## src/logic/ifms_pkg.sv

```systemverilog
// Purpose: shared constants and types for the i2c firmware master support block
// Assumes: registers sit one per 32-bit word, byte address = 4 * index
// Notes:   state of the top module, apart from pin_lo_r, travels as one packed struct
package ifms_pkg;

   localparam int ADDR_W = 10;
   localparam int IDX_W  = ADDR_W - 2;

   // register indices
   localparam logic [7:0] IDX_GIC = 8'h0b;
   localparam logic [7:0] IDX_PIF = 8'h0c;
   localparam logic [7:0] IDX_BUF = 8'h13;
   localparam logic [7:0] IDX_CTL = 8'h14;
   localparam logic [7:0] IDX_DIR = 8'h87;
   localparam logic [7:0] IDX_PEN = 8'h8c;
   localparam logic [7:0] IDX_ADM = 8'h93;
   localparam logic [7:0] IDX_STA = 8'h94;
   localparam logic [7:0] IDX_EVS = 8'ha0;
   localparam logic [7:0] IDX_EVC = 8'ha1;
   localparam logic [7:0] IDX_EVE = 8'ha2;

   // field positions
   localparam int GIC_GIE  = 7;
   localparam int GIC_PEIE = 6;
   localparam int PIF_SSP  = 3;
   localparam int CTL_OV   = 6;
   localparam int CTL_EN   = 5;
   localparam int DIR_SDA  = 4;
   localparam int DIR_SCL  = 3;
   localparam int EV_START = 0;
   localparam int EV_STOP  = 1;
   localparam int EV_BYTE  = 2;

   // reset values
   localparam logic [7:0] RST_DIR  = 8'hff;
   localparam logic [7:0] RST_ZERO = 8'h00;
   localparam logic       PIN_IDLE = 1'b1;

   // mode field codes
   localparam logic [3:0] MODE_S7   = 4'h6;
   localparam logic [3:0] MODE_S10  = 4'h7;
   localparam logic [3:0] MODE_MST  = 4'hb;
   localparam logic [3:0] MODE_S7I  = 4'he;
   localparam logic [3:0] MODE_S10I = 4'hf;

   localparam logic [3:0] BITS_PER_BYTE = 4'h8;
   localparam logic [1:0] RESP_OKAY     = 2'h0;
   localparam logic [1:0] RESP_SLVERR   = 2'h2;

   typedef enum logic [1:0] {PH_IDLE, PH_DATA, PH_ACK} ifms_phase_t;

   typedef struct packed {
      logic        awready;
      logic        wready;
      logic        bvalid;
      logic [1:0]  bresp;
      logic        arready;
      logic        rvalid;
      logic [31:0] rdata;
      logic [1:0]  rresp;
      logic        awh;
      logic [7:0]  awa;
      logic        wh;
      logic [7:0]  wd;
      logic        ws;
      logic [7:0]  gic;
      logic [7:0]  pif;
      logic [7:0]  buf_q;
      logic [7:0]  ctl;
      logic [7:0]  dir;
      logic [7:0]  pen;
      logic [7:0]  adm;
      logic [1:0]  sta_hi;
      logic        s;
      logic        p;
      logic        da;
      logic        rw;
      logic        bf;
      logic [2:0]  evs;
      logic [2:0]  eve;
      ifms_phase_t ph;
      logic [3:0]  cnt;
      logic [7:0]  sr;
      logic        first;
      logic        addr;
      logic        ack;
      logic        scl_p;
      logic        sda_p;
      logic        scl_oe;
      logic        sda_oe;
      logic        irq;
   } ifms_st_t;

   localparam ifms_st_t ST_RST = '{dir: RST_DIR, ph: PH_IDLE, scl_p: PIN_IDLE,
                                   sda_p: PIN_IDLE, default: '0};

   function automatic logic ifms_mapped(input logic [7:0] i);
      return (i == IDX_GIC) || (i == IDX_PIF) || (i == IDX_BUF) || (i == IDX_CTL) ||
             (i == IDX_DIR) || (i == IDX_PEN) || (i == IDX_ADM) || (i == IDX_STA) ||
             (i == IDX_EVS) || (i == IDX_EVC) || (i == IDX_EVE);
   endfunction

endpackage

```

## src/logic/ifms_pin_filt.sv

```systemverilog
// Purpose: bring bus pin levels into the aclk domain
// Assumes: lines idle high
// Notes:   a level change is accepted once stages two and three agree
module ifms_pin_filt
   import ifms_pkg::*;
#(
   parameter int W = 2
)
(
   input  wire logic         aclk,
   input  wire logic         aresetn,
   input  wire logic [W-1:0] d,
   output logic      [W-1:0] q
);

   logic [W-1:0] s1_r;
   logic [W-1:0] s2_r;
   logic [W-1:0] s3_r;
   logic [W-1:0] q_r;
   logic [W-1:0] q_nxt;

   // stage one feeds stage two only
   always_comb
   begin
      q_nxt = (~(s2_r ^ s3_r) & s3_r) | ((s2_r ^ s3_r) & q_r);
   end

   always_ff @(posedge aclk)
   begin
      if (!aresetn)
      begin
         s1_r <= {W{PIN_IDLE}};
         s2_r <= {W{PIN_IDLE}};
         s3_r <= {W{PIN_IDLE}};
         q_r  <= {W{PIN_IDLE}};
      end
      else
      begin
         s1_r <= d;
         s2_r <= s1_r;
         s3_r <= s2_r;
         q_r  <= q_nxt;
      end
   end

   assign q = q_r;

endmodule

```

## src/logic/ifms_top.sv

```systemverilog
// Purpose: start/stop detection, byte tracking and open-drain pins for a
//          firmware driven i2c master, with an axi4-lite register slave
// Assumes: pins arrive asynchronous to aclk; both lines idle high
// Notes:   slave transmit and 10-bit address match are not handled here
//
// How it works
// - reset or disable clears start/stop flags
// - start sets S clears P; stop reverse
// - enabled pin outputs always drive low
// - start, stop (master, S7I, S10I modes), byte end (master mode or addressed slave) set irq flag
// - enabled irq fires one cycle after the flag sets
// - slave acks match in slave modes only, never in master mode
// - enable bit gates bus tracking and the pin enables, not the irq output
// - mode field selects slave or master
//
// Register access over AXI4-Lite was chosen for this implementation.
module ifms_top
   import ifms_pkg::*;
(
   input  wire logic              aclk,
   input  wire logic              aresetn,
   input  wire logic [ADDR_W-1:0] awaddr,
   input  wire logic              awvalid,
   output logic                   awready,
   input  wire logic [31:0]       wdata,
   input  wire logic [3:0]        wstrb,
   input  wire logic              wvalid,
   output logic                   wready,
   output logic [1:0]             bresp,
   output logic                   bvalid,
   input  wire logic              bready,
   input  wire logic [ADDR_W-1:0] araddr,
   input  wire logic              arvalid,
   output logic                   arready,
   output logic [31:0]            rdata,
   output logic [1:0]             rresp,
   output logic                   rvalid,
   input  wire logic              rready,
   input  wire logic              scl_i,
   output logic                   scl_o,
   output logic                   scl_oe,
   input  wire logic              sda_i,
   output logic                   sda_o,
   output logic                   sda_oe,
   output logic                   irq
);

   ifms_st_t   r;
   ifms_st_t   n;
   logic       pin_lo_r;
   logic [1:0] pins_q;
   logic       scl_f;
   logic       sda_f;
   logic       start_c;
   logic       stop_c;
   logic       rise_c;
   logic       fall_c;
   logic       en;
   logic       slv;
   logic       mst;
   logic       sp_irq;

   ifms_pin_filt #(.W(2)) u_filt
   (
      .aclk    (aclk),
      .aresetn (aresetn),
      .d       ({scl_i, sda_i}),
      .q       (pins_q)
   );

   assign scl_f   = pins_q[1];
   assign sda_f   = pins_q[0];
   assign start_c = scl_f && r.scl_p && r.sda_p && !sda_f;
   assign stop_c  = scl_f && r.scl_p && !r.sda_p && sda_f;
   assign rise_c  = scl_f && !r.scl_p;
   assign fall_c  = !scl_f && r.scl_p;
   assign en      = r.ctl[CTL_EN];
   assign mst     = r.ctl[3:0] == MODE_MST;
   assign slv     = (r.ctl[3:0] == MODE_S7) || (r.ctl[3:0] == MODE_S10) ||
                    (r.ctl[3:0] == MODE_S7I) || (r.ctl[3:0] == MODE_S10I);
   assign sp_irq  = mst || (r.ctl[3:0] == MODE_S7I) || (r.ctl[3:0] == MODE_S10I);

   always_comb
   begin
      logic [7:0] rb;
      logic [2:0] ev;
      logic       hit;
      logic       nob;
      rb  = RST_ZERO;
      ev  = 3'h0;
      hit = 1'b0;
      nob = !r.bf && !r.ctl[CTL_OV];
      n   = r;
      n.scl_p = scl_f;
      n.sda_p = sda_f;

      // write channels are taken in either order, answered once both are held
      if (awvalid && r.awready)
      begin
         n.awh = 1'b1;
         n.awa = awaddr[ADDR_W-1:2];
      end
      if (wvalid && r.wready)
      begin
         n.wh = 1'b1;
         n.wd = wdata[7:0];
         n.ws = wstrb[0];
      end
      if (r.bvalid && bready)
      begin
         n.bvalid = 1'b0;
      end
      if (r.awh && r.wh && !r.bvalid)
      begin
         n.awh    = 1'b0;
         n.wh     = 1'b0;
         n.bvalid = 1'b1;
         n.bresp  = ifms_mapped(r.awa) ? RESP_OKAY : RESP_SLVERR;
         if (r.ws)
         begin
            case (r.awa)
               IDX_GIC: n.gic    = r.wd;
               IDX_PIF: n.pif    = r.wd;
               IDX_BUF: n.buf_q  = r.wd;
               IDX_CTL: n.ctl    = r.wd;
               IDX_DIR: n.dir    = r.wd;
               IDX_PEN: n.pen    = r.wd;
               IDX_ADM: n.adm    = r.wd;
               IDX_STA: n.sta_hi = r.wd[7:6];
               IDX_EVC: n.evs    = r.evs & ~r.wd[2:0];
               IDX_EVE: n.eve    = r.wd[2:0];
               default: n.evs    = r.evs;
            endcase
         end
      end
      n.awready = !n.awh && !n.bvalid;
      n.wready  = !n.wh && !n.bvalid;

      // read channel; reading the data buffer empties it
      if (r.rvalid && rready)
      begin
         n.rvalid = 1'b0;
      end
      if (arvalid && r.arready)
      begin
         case (araddr[ADDR_W-1:2])
            IDX_GIC: rb = r.gic;
            IDX_PIF: rb = r.pif;
            IDX_BUF: rb = r.buf_q;
            IDX_CTL: rb = r.ctl;
            IDX_DIR: rb = r.dir;
            IDX_PEN: rb = r.pen;
            IDX_ADM: rb = r.adm;
            IDX_STA: rb = {r.sta_hi, r.da, r.p, r.s, r.rw, 1'b0, r.bf};
            IDX_EVS: rb = {5'h00, r.evs};
            IDX_EVE: rb = {5'h00, r.eve};
            default: rb = RST_ZERO;
         endcase
         if (araddr[ADDR_W-1:2] == IDX_BUF)
         begin
            n.bf = 1'b0;
         end
         n.rvalid = 1'b1;
         n.rdata  = {24'h000000, rb};
         n.rresp  = ifms_mapped(araddr[ADDR_W-1:2]) ? RESP_OKAY : RESP_SLVERR;
      end
      n.arready = !n.rvalid;

      // bus tracking runs after register writes so hardware sets win
      if (!en)
      begin
         n.s    = 1'b0;
         n.p    = 1'b0;
         n.ph   = PH_IDLE;
         n.ack  = 1'b0;
         n.addr = 1'b0;
      end
      else if (start_c)
      begin
         n.s     = 1'b1;
         n.p     = 1'b0;
         n.ph    = PH_DATA;
         n.cnt   = 4'h0;
         n.first = 1'b1;
         n.ack   = 1'b0;
         ev[EV_START] = 1'b1;
      end
      else if (stop_c)
      begin
         n.s    = 1'b0;
         n.p    = 1'b1;
         n.ph   = PH_IDLE;
         n.addr = 1'b0;
         n.ack  = 1'b0;
         ev[EV_STOP] = 1'b1;
      end
      else
      begin
         case (r.ph)
            PH_DATA:
            begin
               if (rise_c && (r.cnt < BITS_PER_BYTE))
               begin
                  n.sr  = {r.sr[6:0], sda_f};
                  n.cnt = r.cnt + 4'h1;
               end
               else if (fall_c && (r.cnt == BITS_PER_BYTE))
               begin
                  n.ph = PH_ACK;
                  if (r.first)
                  begin
                     // only the slave modes match the address; master mode never does
                     hit    = slv && (r.sr[7:1] == r.adm[7:1]);
                     n.addr = hit;
                     n.rw   = r.sr[0];
                     n.da   = 1'b0;
                     n.ack  = hit && nob;
                  end
                  else
                  begin
                     hit   = mst || (r.addr && !r.rw);
                     n.da  = 1'b1;
                     n.ack = r.addr && !r.rw && nob;
                  end
                  if (hit && r.bf)
                  begin
                     n.ctl[CTL_OV] = 1'b1;
                  end
                  else if (hit)
                  begin
                     n.buf_q = r.sr;
                     n.bf    = 1'b1;
                  end
               end
            end
            PH_ACK:
            begin
               if (fall_c)
               begin
                  n.ph    = PH_DATA;
                  n.cnt   = 4'h0;
                  n.first = 1'b0;
                  n.ack   = 1'b0;
                  ev[EV_BYTE] = mst || r.addr;
               end
            end
            default:
            begin
               n.ph = PH_IDLE;
            end
         endcase
      end
      if (!slv)
      begin
         n.addr = 1'b0;
      end

      // shared flag: firmware must tell the sources apart
      if (ev[EV_BYTE] || ((ev[EV_START] || ev[EV_STOP]) && sp_irq))
      begin
         n.pif[PIF_SSP] = 1'b1;
      end
      n.evs = n.evs | ev;

      // pins are open drain: only the enable moves, the level is always low
      n.scl_oe = en && !r.dir[DIR_SCL];
      n.sda_oe = en && (!r.dir[DIR_SDA] || n.ack);
      n.irq    = (|(r.evs & r.eve)) || (r.pif[PIF_SSP] && r.pen[PIF_SSP] &&
                 r.gic[GIC_GIE] && r.gic[GIC_PEIE]);
   end

   always_ff @(posedge aclk)
   begin
      if (!aresetn)
      begin
         r        <= ST_RST;
         pin_lo_r <= 1'b0;
      end
      else
      begin
         r        <= n;
         pin_lo_r <= 1'b0;
      end
   end

   assign awready = r.awready;
   assign wready  = r.wready;
   assign bvalid  = r.bvalid;
   assign bresp   = r.bresp;
   assign arready = r.arready;
   assign rvalid  = r.rvalid;
   assign rdata   = r.rdata;
   assign rresp   = r.rresp;
   assign scl_o   = pin_lo_r;
   assign sda_o   = pin_lo_r;
   assign scl_oe  = r.scl_oe;
   assign sda_oe  = r.sda_oe;
   assign irq     = r.irq;
endmodule

```

## config.mk

```make
export PLATFORM = sky130hd
export DESIGN_NAME = ifms_top
export DESIGN_NICKNAME = d
export VERILOG_FILES = /design/src/logic/ifms_pkg.sv /design/src/logic/ifms_pin_filt.sv /design/src/logic/ifms_top.sv
export SDC_FILE = /design/constraint.sdc
export NUM_CORES = 1
export LEC_CHECK = 0
export ABC_AREA = 0
export CAP_MARGIN = 15
export CORE_UTILIZATION = 35
export DETAILED_ROUTE_END_ITERATION = 10
export DONT_BUFFER_PORTS = 1
export PLACE_DENSITY = 0.59
export SETUP_SLACK_MARGIN = 0.5
export SYNTH_ARGS = -nofsm -noshare
export SYNTH_HDL_FRONTEND = slang
export SYNTH_SLANG_ARGS = --single-unit
```

## constraint.sdc

```tcl
create_clock -name aclk -period 5.9 [get_ports aclk]
set_clock_uncertainty 0.1 [all_clocks]
set_input_delay 0.295 -clock aclk [delete_from_list [all_inputs] [get_ports aclk]]
set_output_delay 0.295 -clock aclk [all_outputs]
set_load 0.01 [all_outputs]
```

# Word-level counts from Yosys, hierarchy flattened
# Cells that the tools add are included.
[totals]
wordCells = 300
regBits = 135
[op_classes]
n_eq_ne = 41
n_bitwise = 14
n_reduce_logical = 107
add_sub_neg = 1
n_mux = 90
magnitude_cmp = 1
[ops]
columns = ["operator", "count"]
rows = [
  ["8-bit == test (second input constant)", 14],
  ["8-bit 2-to-1 mux", 14],
  ["46-bit 2-to-1 mux", 2],
  ["8-bit case mux with 10 select lines", 1],
  ["1-bit 2-to-1 mux", 45],
  ["3-bit AND reduction", 12],
  ["35-bit 2-to-1 mux", 1],
  ["8-bit by 4-bit == test with 1-bit output (second input constant)", 4],
  ["8-bit by 5-bit == test with 1-bit output (second input constant)", 4],
  ["1-bit logical OR", 31],
  ["1-bit logical AND", 30],
  ["2-bit 2-to-1 mux", 11],
  ["6-bit 2-to-1 mux", 3],
  ["2-bit nonzero test", 9],
  ["4-bit == test (second input constant)", 4],
  ["5-bit AND reduction", 3],
  ["1-bit logical NOT", 14],
  ["13-bit 2-to-1 mux", 1],
  ["12-bit 2-to-1 mux", 1],
  ["3-bit 2-to-1 mux", 4],
  ["4-bit != test (second input constant)", 3],
  ["10-bit 2-to-1 mux", 1],
  ["2-bit != test (second input constant)", 5],
  ["9-bit 2-to-1 mux", 1],
  ["other kinds (27)", 36],
]

# Logic depth before layout (Yosys ltp)
[depth]
ltp_word = 20
mapped_depth = 8
mapped_depth_nobuf = 7

# Hierarchy
# A second synthesis with hierarchy kept.
[hier_totals]
cells_unflattened = 723
area_unflattened_um2 = 6663.9
[by_module_without_submodules]
columns = ["mod", "seq_area_each_um2", "n_inst", "cells_each", "area_each_um2"]
rows = [
  ["ifms_top", 2502.4, 1, 703, 6438.7],
  ["ifms_pin_filt", 160.2, 1, 20, 225.2],
]

# Worst setup path after synthesis
# No wires, ideal clock.
[synth_timing]
path_type = "reg-to-reg"
startpoint = "reg r[36] (netlist name)"
endpoint = "reg r[67] (netlist name)"
setup_ns = 0.070
arrival_time_ns = 1.823
required_time_ns = 5.730
slack_ns = 3.907
path_stages_with_launch = 8
period_less_slack_ns = 1.993
n_path_buf = 2
path_cell_list = "dfxtp_1 -> xor2_1 -> or3_4 -> o31a_1 -> buf_6 -> or3_4 -> buf_6 -> a21oi_1"
[synth_between]
elab_chain_cells = 17
elab_cells_between_ends = 18
[synth_rtl]
columns = ["element", "line_no", "text"]
rows = [
  ["from (decl)", "ifms_top.sv:48", "ifms_st_t r;"],
  ["from (signal assigned)", "ifms_top.sv:281", "r <= n;"],
  ["7-bit == test (*)", "ifms_top.sv:213", "hit = slv && (r.sr[7:1] == r.adm[7:1]);"],
  ["1-bit logical AND (*)", "ifms_top.sv:213", ""],
  ["1-bit 2-to-1 mux (*)", "ifms_top.sv:210", "if (r.first)"],
  ["1-bit 2-to-1 mux (*)", "ifms_top.sv:207", "else if (fall_c && (r.cnt == BITS_PER_BYTE))"],
  ["1-bit 2-to-1 mux (*)", "ifms_top.sv:202", "if (rise_c && (r.cnt < BITS_PER_BYTE))"],
  ["1-bit 2-to-1 mux (*)", "ifms_top.sv:199", "case (r.ph)"],
  ["1-bit 2-to-1 mux (*)", "ifms_top.sv:188", "else if (stop_c)"],
  ["1-bit 2-to-1 mux (*)", "ifms_top.sv:178", "else if (start_c)"],
  ["1-bit 2-to-1 mux (*)", "ifms_top.sv:170", "if (!en)"],
  ["8-bit 2-to-1 mux or 1-bit logical AND (tied branches)", "ifms_top.sv:229, ifms_top.sv:225", ""],
  ["8-bit 2-to-1 mux (*)", "ifms_top.sv:225", "if (hit && r.bf)"],
  ["8-bit 2-to-1 mux (*)", "ifms_top.sv:207", ""],
  ["8-bit 2-to-1 mux (*)", "ifms_top.sv:202", ""],
  ["8-bit 2-to-1 mux (*)", "ifms_top.sv:199", ""],
  ["8-bit 2-to-1 mux (*)", "ifms_top.sv:188", ""],
  ["8-bit 2-to-1 mux (*)", "ifms_top.sv:178", ""],
  ["8-bit 2-to-1 mux (*)", "ifms_top.sv:170", ""],
]
# Mark *: on every way between the ends. The rest lies on a longest branch, timed or not. The select of a mux whose other input is x is not followed.
# A chain may end at the register's enable or synchronous reset.

# Final worst setup path
[layout_timing]
startpoint = "reg r (netlist bit bvalid)"
endpoint = "reg r[46] (netlist name)"
[layout_between]
elab_chain_cells = 3
[layout_rtl]
columns = ["element", "line_no", "text"]
rows = [
  ["1-bit logical NOT", "ifms_top.sv:113", "if (r.awh && r.wh && !r.bvalid)"],
  ["1-bit logical AND", "ifms_top.sv:113", ""],
  ["3-bit AND reduction (no source line)", "--", ""],
]
# Every way passes these cells.

==> results by group <==
Hold path
  – Worst min path class: input port to register
  – Cell count of the worst hold path: 2

Floorplanning
  – Floorplan die width: 138 um
  – Area inside the core boundary: 18100 sq um
  – Vert. Die Dim: 138 um
  – Num ports: 111
  – Initial cell density of the core: 35.9%
  – Cell row count: 49
  – Die outline area: 19100 sq um

Power and ir drop
  – P per Cell Area: 282 nW/um^2
  – Maximum resistive drop on vdd: 0.000153 V
  – Leak: about 2.8 nW

Timing
  – Min Tclk post-route: between 2 and 2.5 ns
  – Transition at the pin with the smallest max-transition slack: 1.14 ns
  – Post-Route Setup TNS: 0 ns
  – Hold Vio Cnt, Final: 0
  – Post-route clock period utilization: 40.3%
  – Timing-limited maximum frequency: 420 MHz
  – Slew Viols, Final: 0
  – Final setup violation count: 0
  – Relative max-transition margin: 24.0%
  – Setup repair after global routing missed its margin: false

Synthesis
  – Flip-flop and latch count after synthesis: 133
  – Mean Syn Cell Area: around 8.9 sq um
  – Post-synthesis instance area: approximately 6500 sq um
  – Area share of the leading cell type in the synthesized netlist: between 40% and 50%
  – Ranking of synthesized cells by area: dfxtp_1 (41%), mux2i_1 (12%), buf_4 (5.0%)
  – Synth cell types: 73
  – Cell count after synthesis: roughly 730
  – Yosys Warn Count: 0
  – Library cell with the largest summed area after synthesis: dfxtp_1
  – Most numerous cell in the Yosys netlist: dfxtp_1
  – Post-synth ARST share: 0%
  – Fraction of the yosys area taken by sequential cells: between 40 and 50%
  – Most instantiated flip-flop cell in the synthesis netlist: dfxtp_1
  – Number of enable-type register cells in the synthesized netlist: 0
  – Top cells by instance count after synthesis: dfxtp_1 (133), mux2i_1 (78), nor2_1 (75), nand2_1 (67), a21oi_1 (51)

CTS
  – Clock sinks: 133
  – Clock-pin slew on the worst setup and hold paths: around 0.060 ns
  – Clock tree root buffer cell: clkbuf_16
  – Max clock buf depth: 2
  – Post-CTS resize count: 0
  – Total clock buffers created by CTS: 17
  – Latest clock arrival within the worst-skew pair: 0.43 ns
  – CTS tree: done
  – Number of hold-repair buffers added at the cts stage: 31
  – Number of H-tree levels: 4
  – Post CTS Setup Buffer Count: 0

Setup path
  – Required arrival time at the worst endpoint: 6.09 ns
  – Total buffers and inverters traversed by the critical path: 0
  – Path type of the worst setup path: register to register
  – Nature of the critical path startpoint: register
  – Number of cell instances on the worst register-to-register path: 5
  – Worst setup EP type: register
  – Category of cells accounting for the largest share of critical-path delay: simple AND/OR/NAND/NOR gates
  – Crit-path cells: nand4b_1, nor3_1, nand3_1, mux2i_1, nor2_1
  – Total stage count of the critical path: 5
  – Critical Path AT: 2.57 ns
  – Slowest library cell on the worst path: nand3_1
  – Highest fanout seen on the critical path: 8
  – Worst path max stage delay: around 0.57 ns

Route
  – Average wire length per cell after detail routing: 17.2 um
  – Total length of routed wires: 16500 um
  – Iteration-0 DRC count of the detailed router: 397
  – Overall via count from detail_route: 5133
  – DRC violation count after routing: 16
  – Final antenna-violating net count: 0
  – Via-per-instance ratio: between 5 and 6
  – Number of iterations in the first detailed-routing pass: 8

Place
  – DP Wirelength: 11200 um
  – Buffers added on ports: 0
  – Global placer's final weighted congestion: 0.864

GRT
  – First-pass GRT wire length: 26300 um
  – Pin count of the biggest net entering global routing: 57
  – Final global-route overflow total: 0
  – Total routing usage reported by global routing: 17.8%
  – Via count of the first global-routing pass: 4701
  – Number of antenna violations at the first check in global routing: 0

Layout
  – Footprint of the multi-input gates: 3320 sq um
  – Area overhead of the layout relative to synthesis: 11.4%
  – Sequential Area: 2660 sq um
  – Fraction of the core area covered by cells at the end of the flow: 40.0%
  – Filler instances: 1770
  – Number of nets in the layout: 791
  – N_diodes: 0
  – Layout cells sized above 1: under 10%

Status
  – Status: complete, but fails checks
  – Failing checks: design-rule violations

Run
  – Count of max-cap constraint violations: 0
layer usage:
metal	track usage, %	vias up	routed length, um
met4	7.45	0	316
met5	0	-	0
li1	-	2514	-
met3	4.05	21	1010
met1	24.1	2427	7780
met2	27.2	171	7430
area by class of cell:
type | instances | share of cell area [%]
well taps | 229 | 3.96
flip-flops and latches | 133 | 36.8
inverters | 16 | 0.830
repair buffers | 34 | 4.74
multi-input cells | 519 | 45.8
clock buffers | 20 | 6.17
clock inverters | 12 | 1.68
metrics by stage:
| step | hold WS [ns] | setup slack, ns | power [W] | cell area, sq um | std cells |
|---|---|---|---|---|---|
| 5_1_grt | 0.0242 | 3.28 | 0.00210 | 7240 | 963 |
| 2_1_floorplan | 0.286 | 3.91 | 0.00103 | 6600 | 753 |
| 3_3_place_gp | 0.265 | 3.56 | 0.00102 | 6350 | 900 |
| 4_1_cts | 0.00683 | 3.53 | 0.00205 | 7240 | 963 |
| 3_5_place_dp | 0.266 | 3.55 | 0.00102 | 6350 | 900 |
| 6_report | 0.0125 | 3.52 | 0.00204 | 7240 | 963 |
final timing paths:
| path | endpoint | slack [ns] | from |
|---|---|---|---|
| setup / recovery | r[46] | 3.52 | bvalid |
| hold / removal | rdata[5] | 0.01 | aresetn |
| setup reg to reg | r[46] | 3.52 | bvalid |
| hold reg to reg | u_filt.s2_r[0] | 0.31 | u_filt.s1_r[0] |
flip-flops by register name (all words and copies together) (netlist names), named ones only:
signal	cells
arready	1
awready	1
bresp	1
bvalid	1
en	1
irq	1
r	106
rdata	8
rresp	1
rvalid	1
scl_oe	1
sda_oe	1
u_filt.s1_r	2
u_filt.s2_r	2
u_filt.s3_r	2
wready	1
worst reg2reg max path: cells and delay by family, from the launching register on:
family        cells  cell delay (ns)
flops             1             0.36
simple gates      4             1.46
mux               1             0.32
cells in the final DEF (no fill, tap or decap), types with 6 or more instances in the layout:
master and instances:
dfxtp_1 133, mux2i_1 78, nor2_1 75, nand2_1 67, a21oi_1 51, nand3_1 35
dlygate4sd3_1 30, conb_1 28, clkbuf_16 17, o21ai_0 16, inv_1 14, nand2b_1 14
nor3_1 8, a22oi_1 8, o41ai_1 8, xnor2_1 7, nor2b_1 6, nand4_1 6
mux2_2 6, clkinvlp_4 6
cell families after synthesis:
| logic type | synth area share (%) |
|---|---|
| XOR/XNOR | 1.08 |
| AND/OR/NAND/NOR | 20.6 |
| multiplexers | 13.1 |
| flip-flops | 41.0 |
| adder cells (fa/ha/maj) | 0.963 |
| buffers and inverters | 9.58 |
| other | 0.0577 |
| AO/OA/AOI/OAI | 13.6 |
power breakdown:
part,total (W),switching [W],internal [W]
sequential,0.000934,0.0000230,0.000911
combinational,0.0000893,0.0000537,0.0000356
clock,0.00102,0.000421,0.000597
total,0.00204,0.000497,0.00154
(Power assumes the default switching activity.)
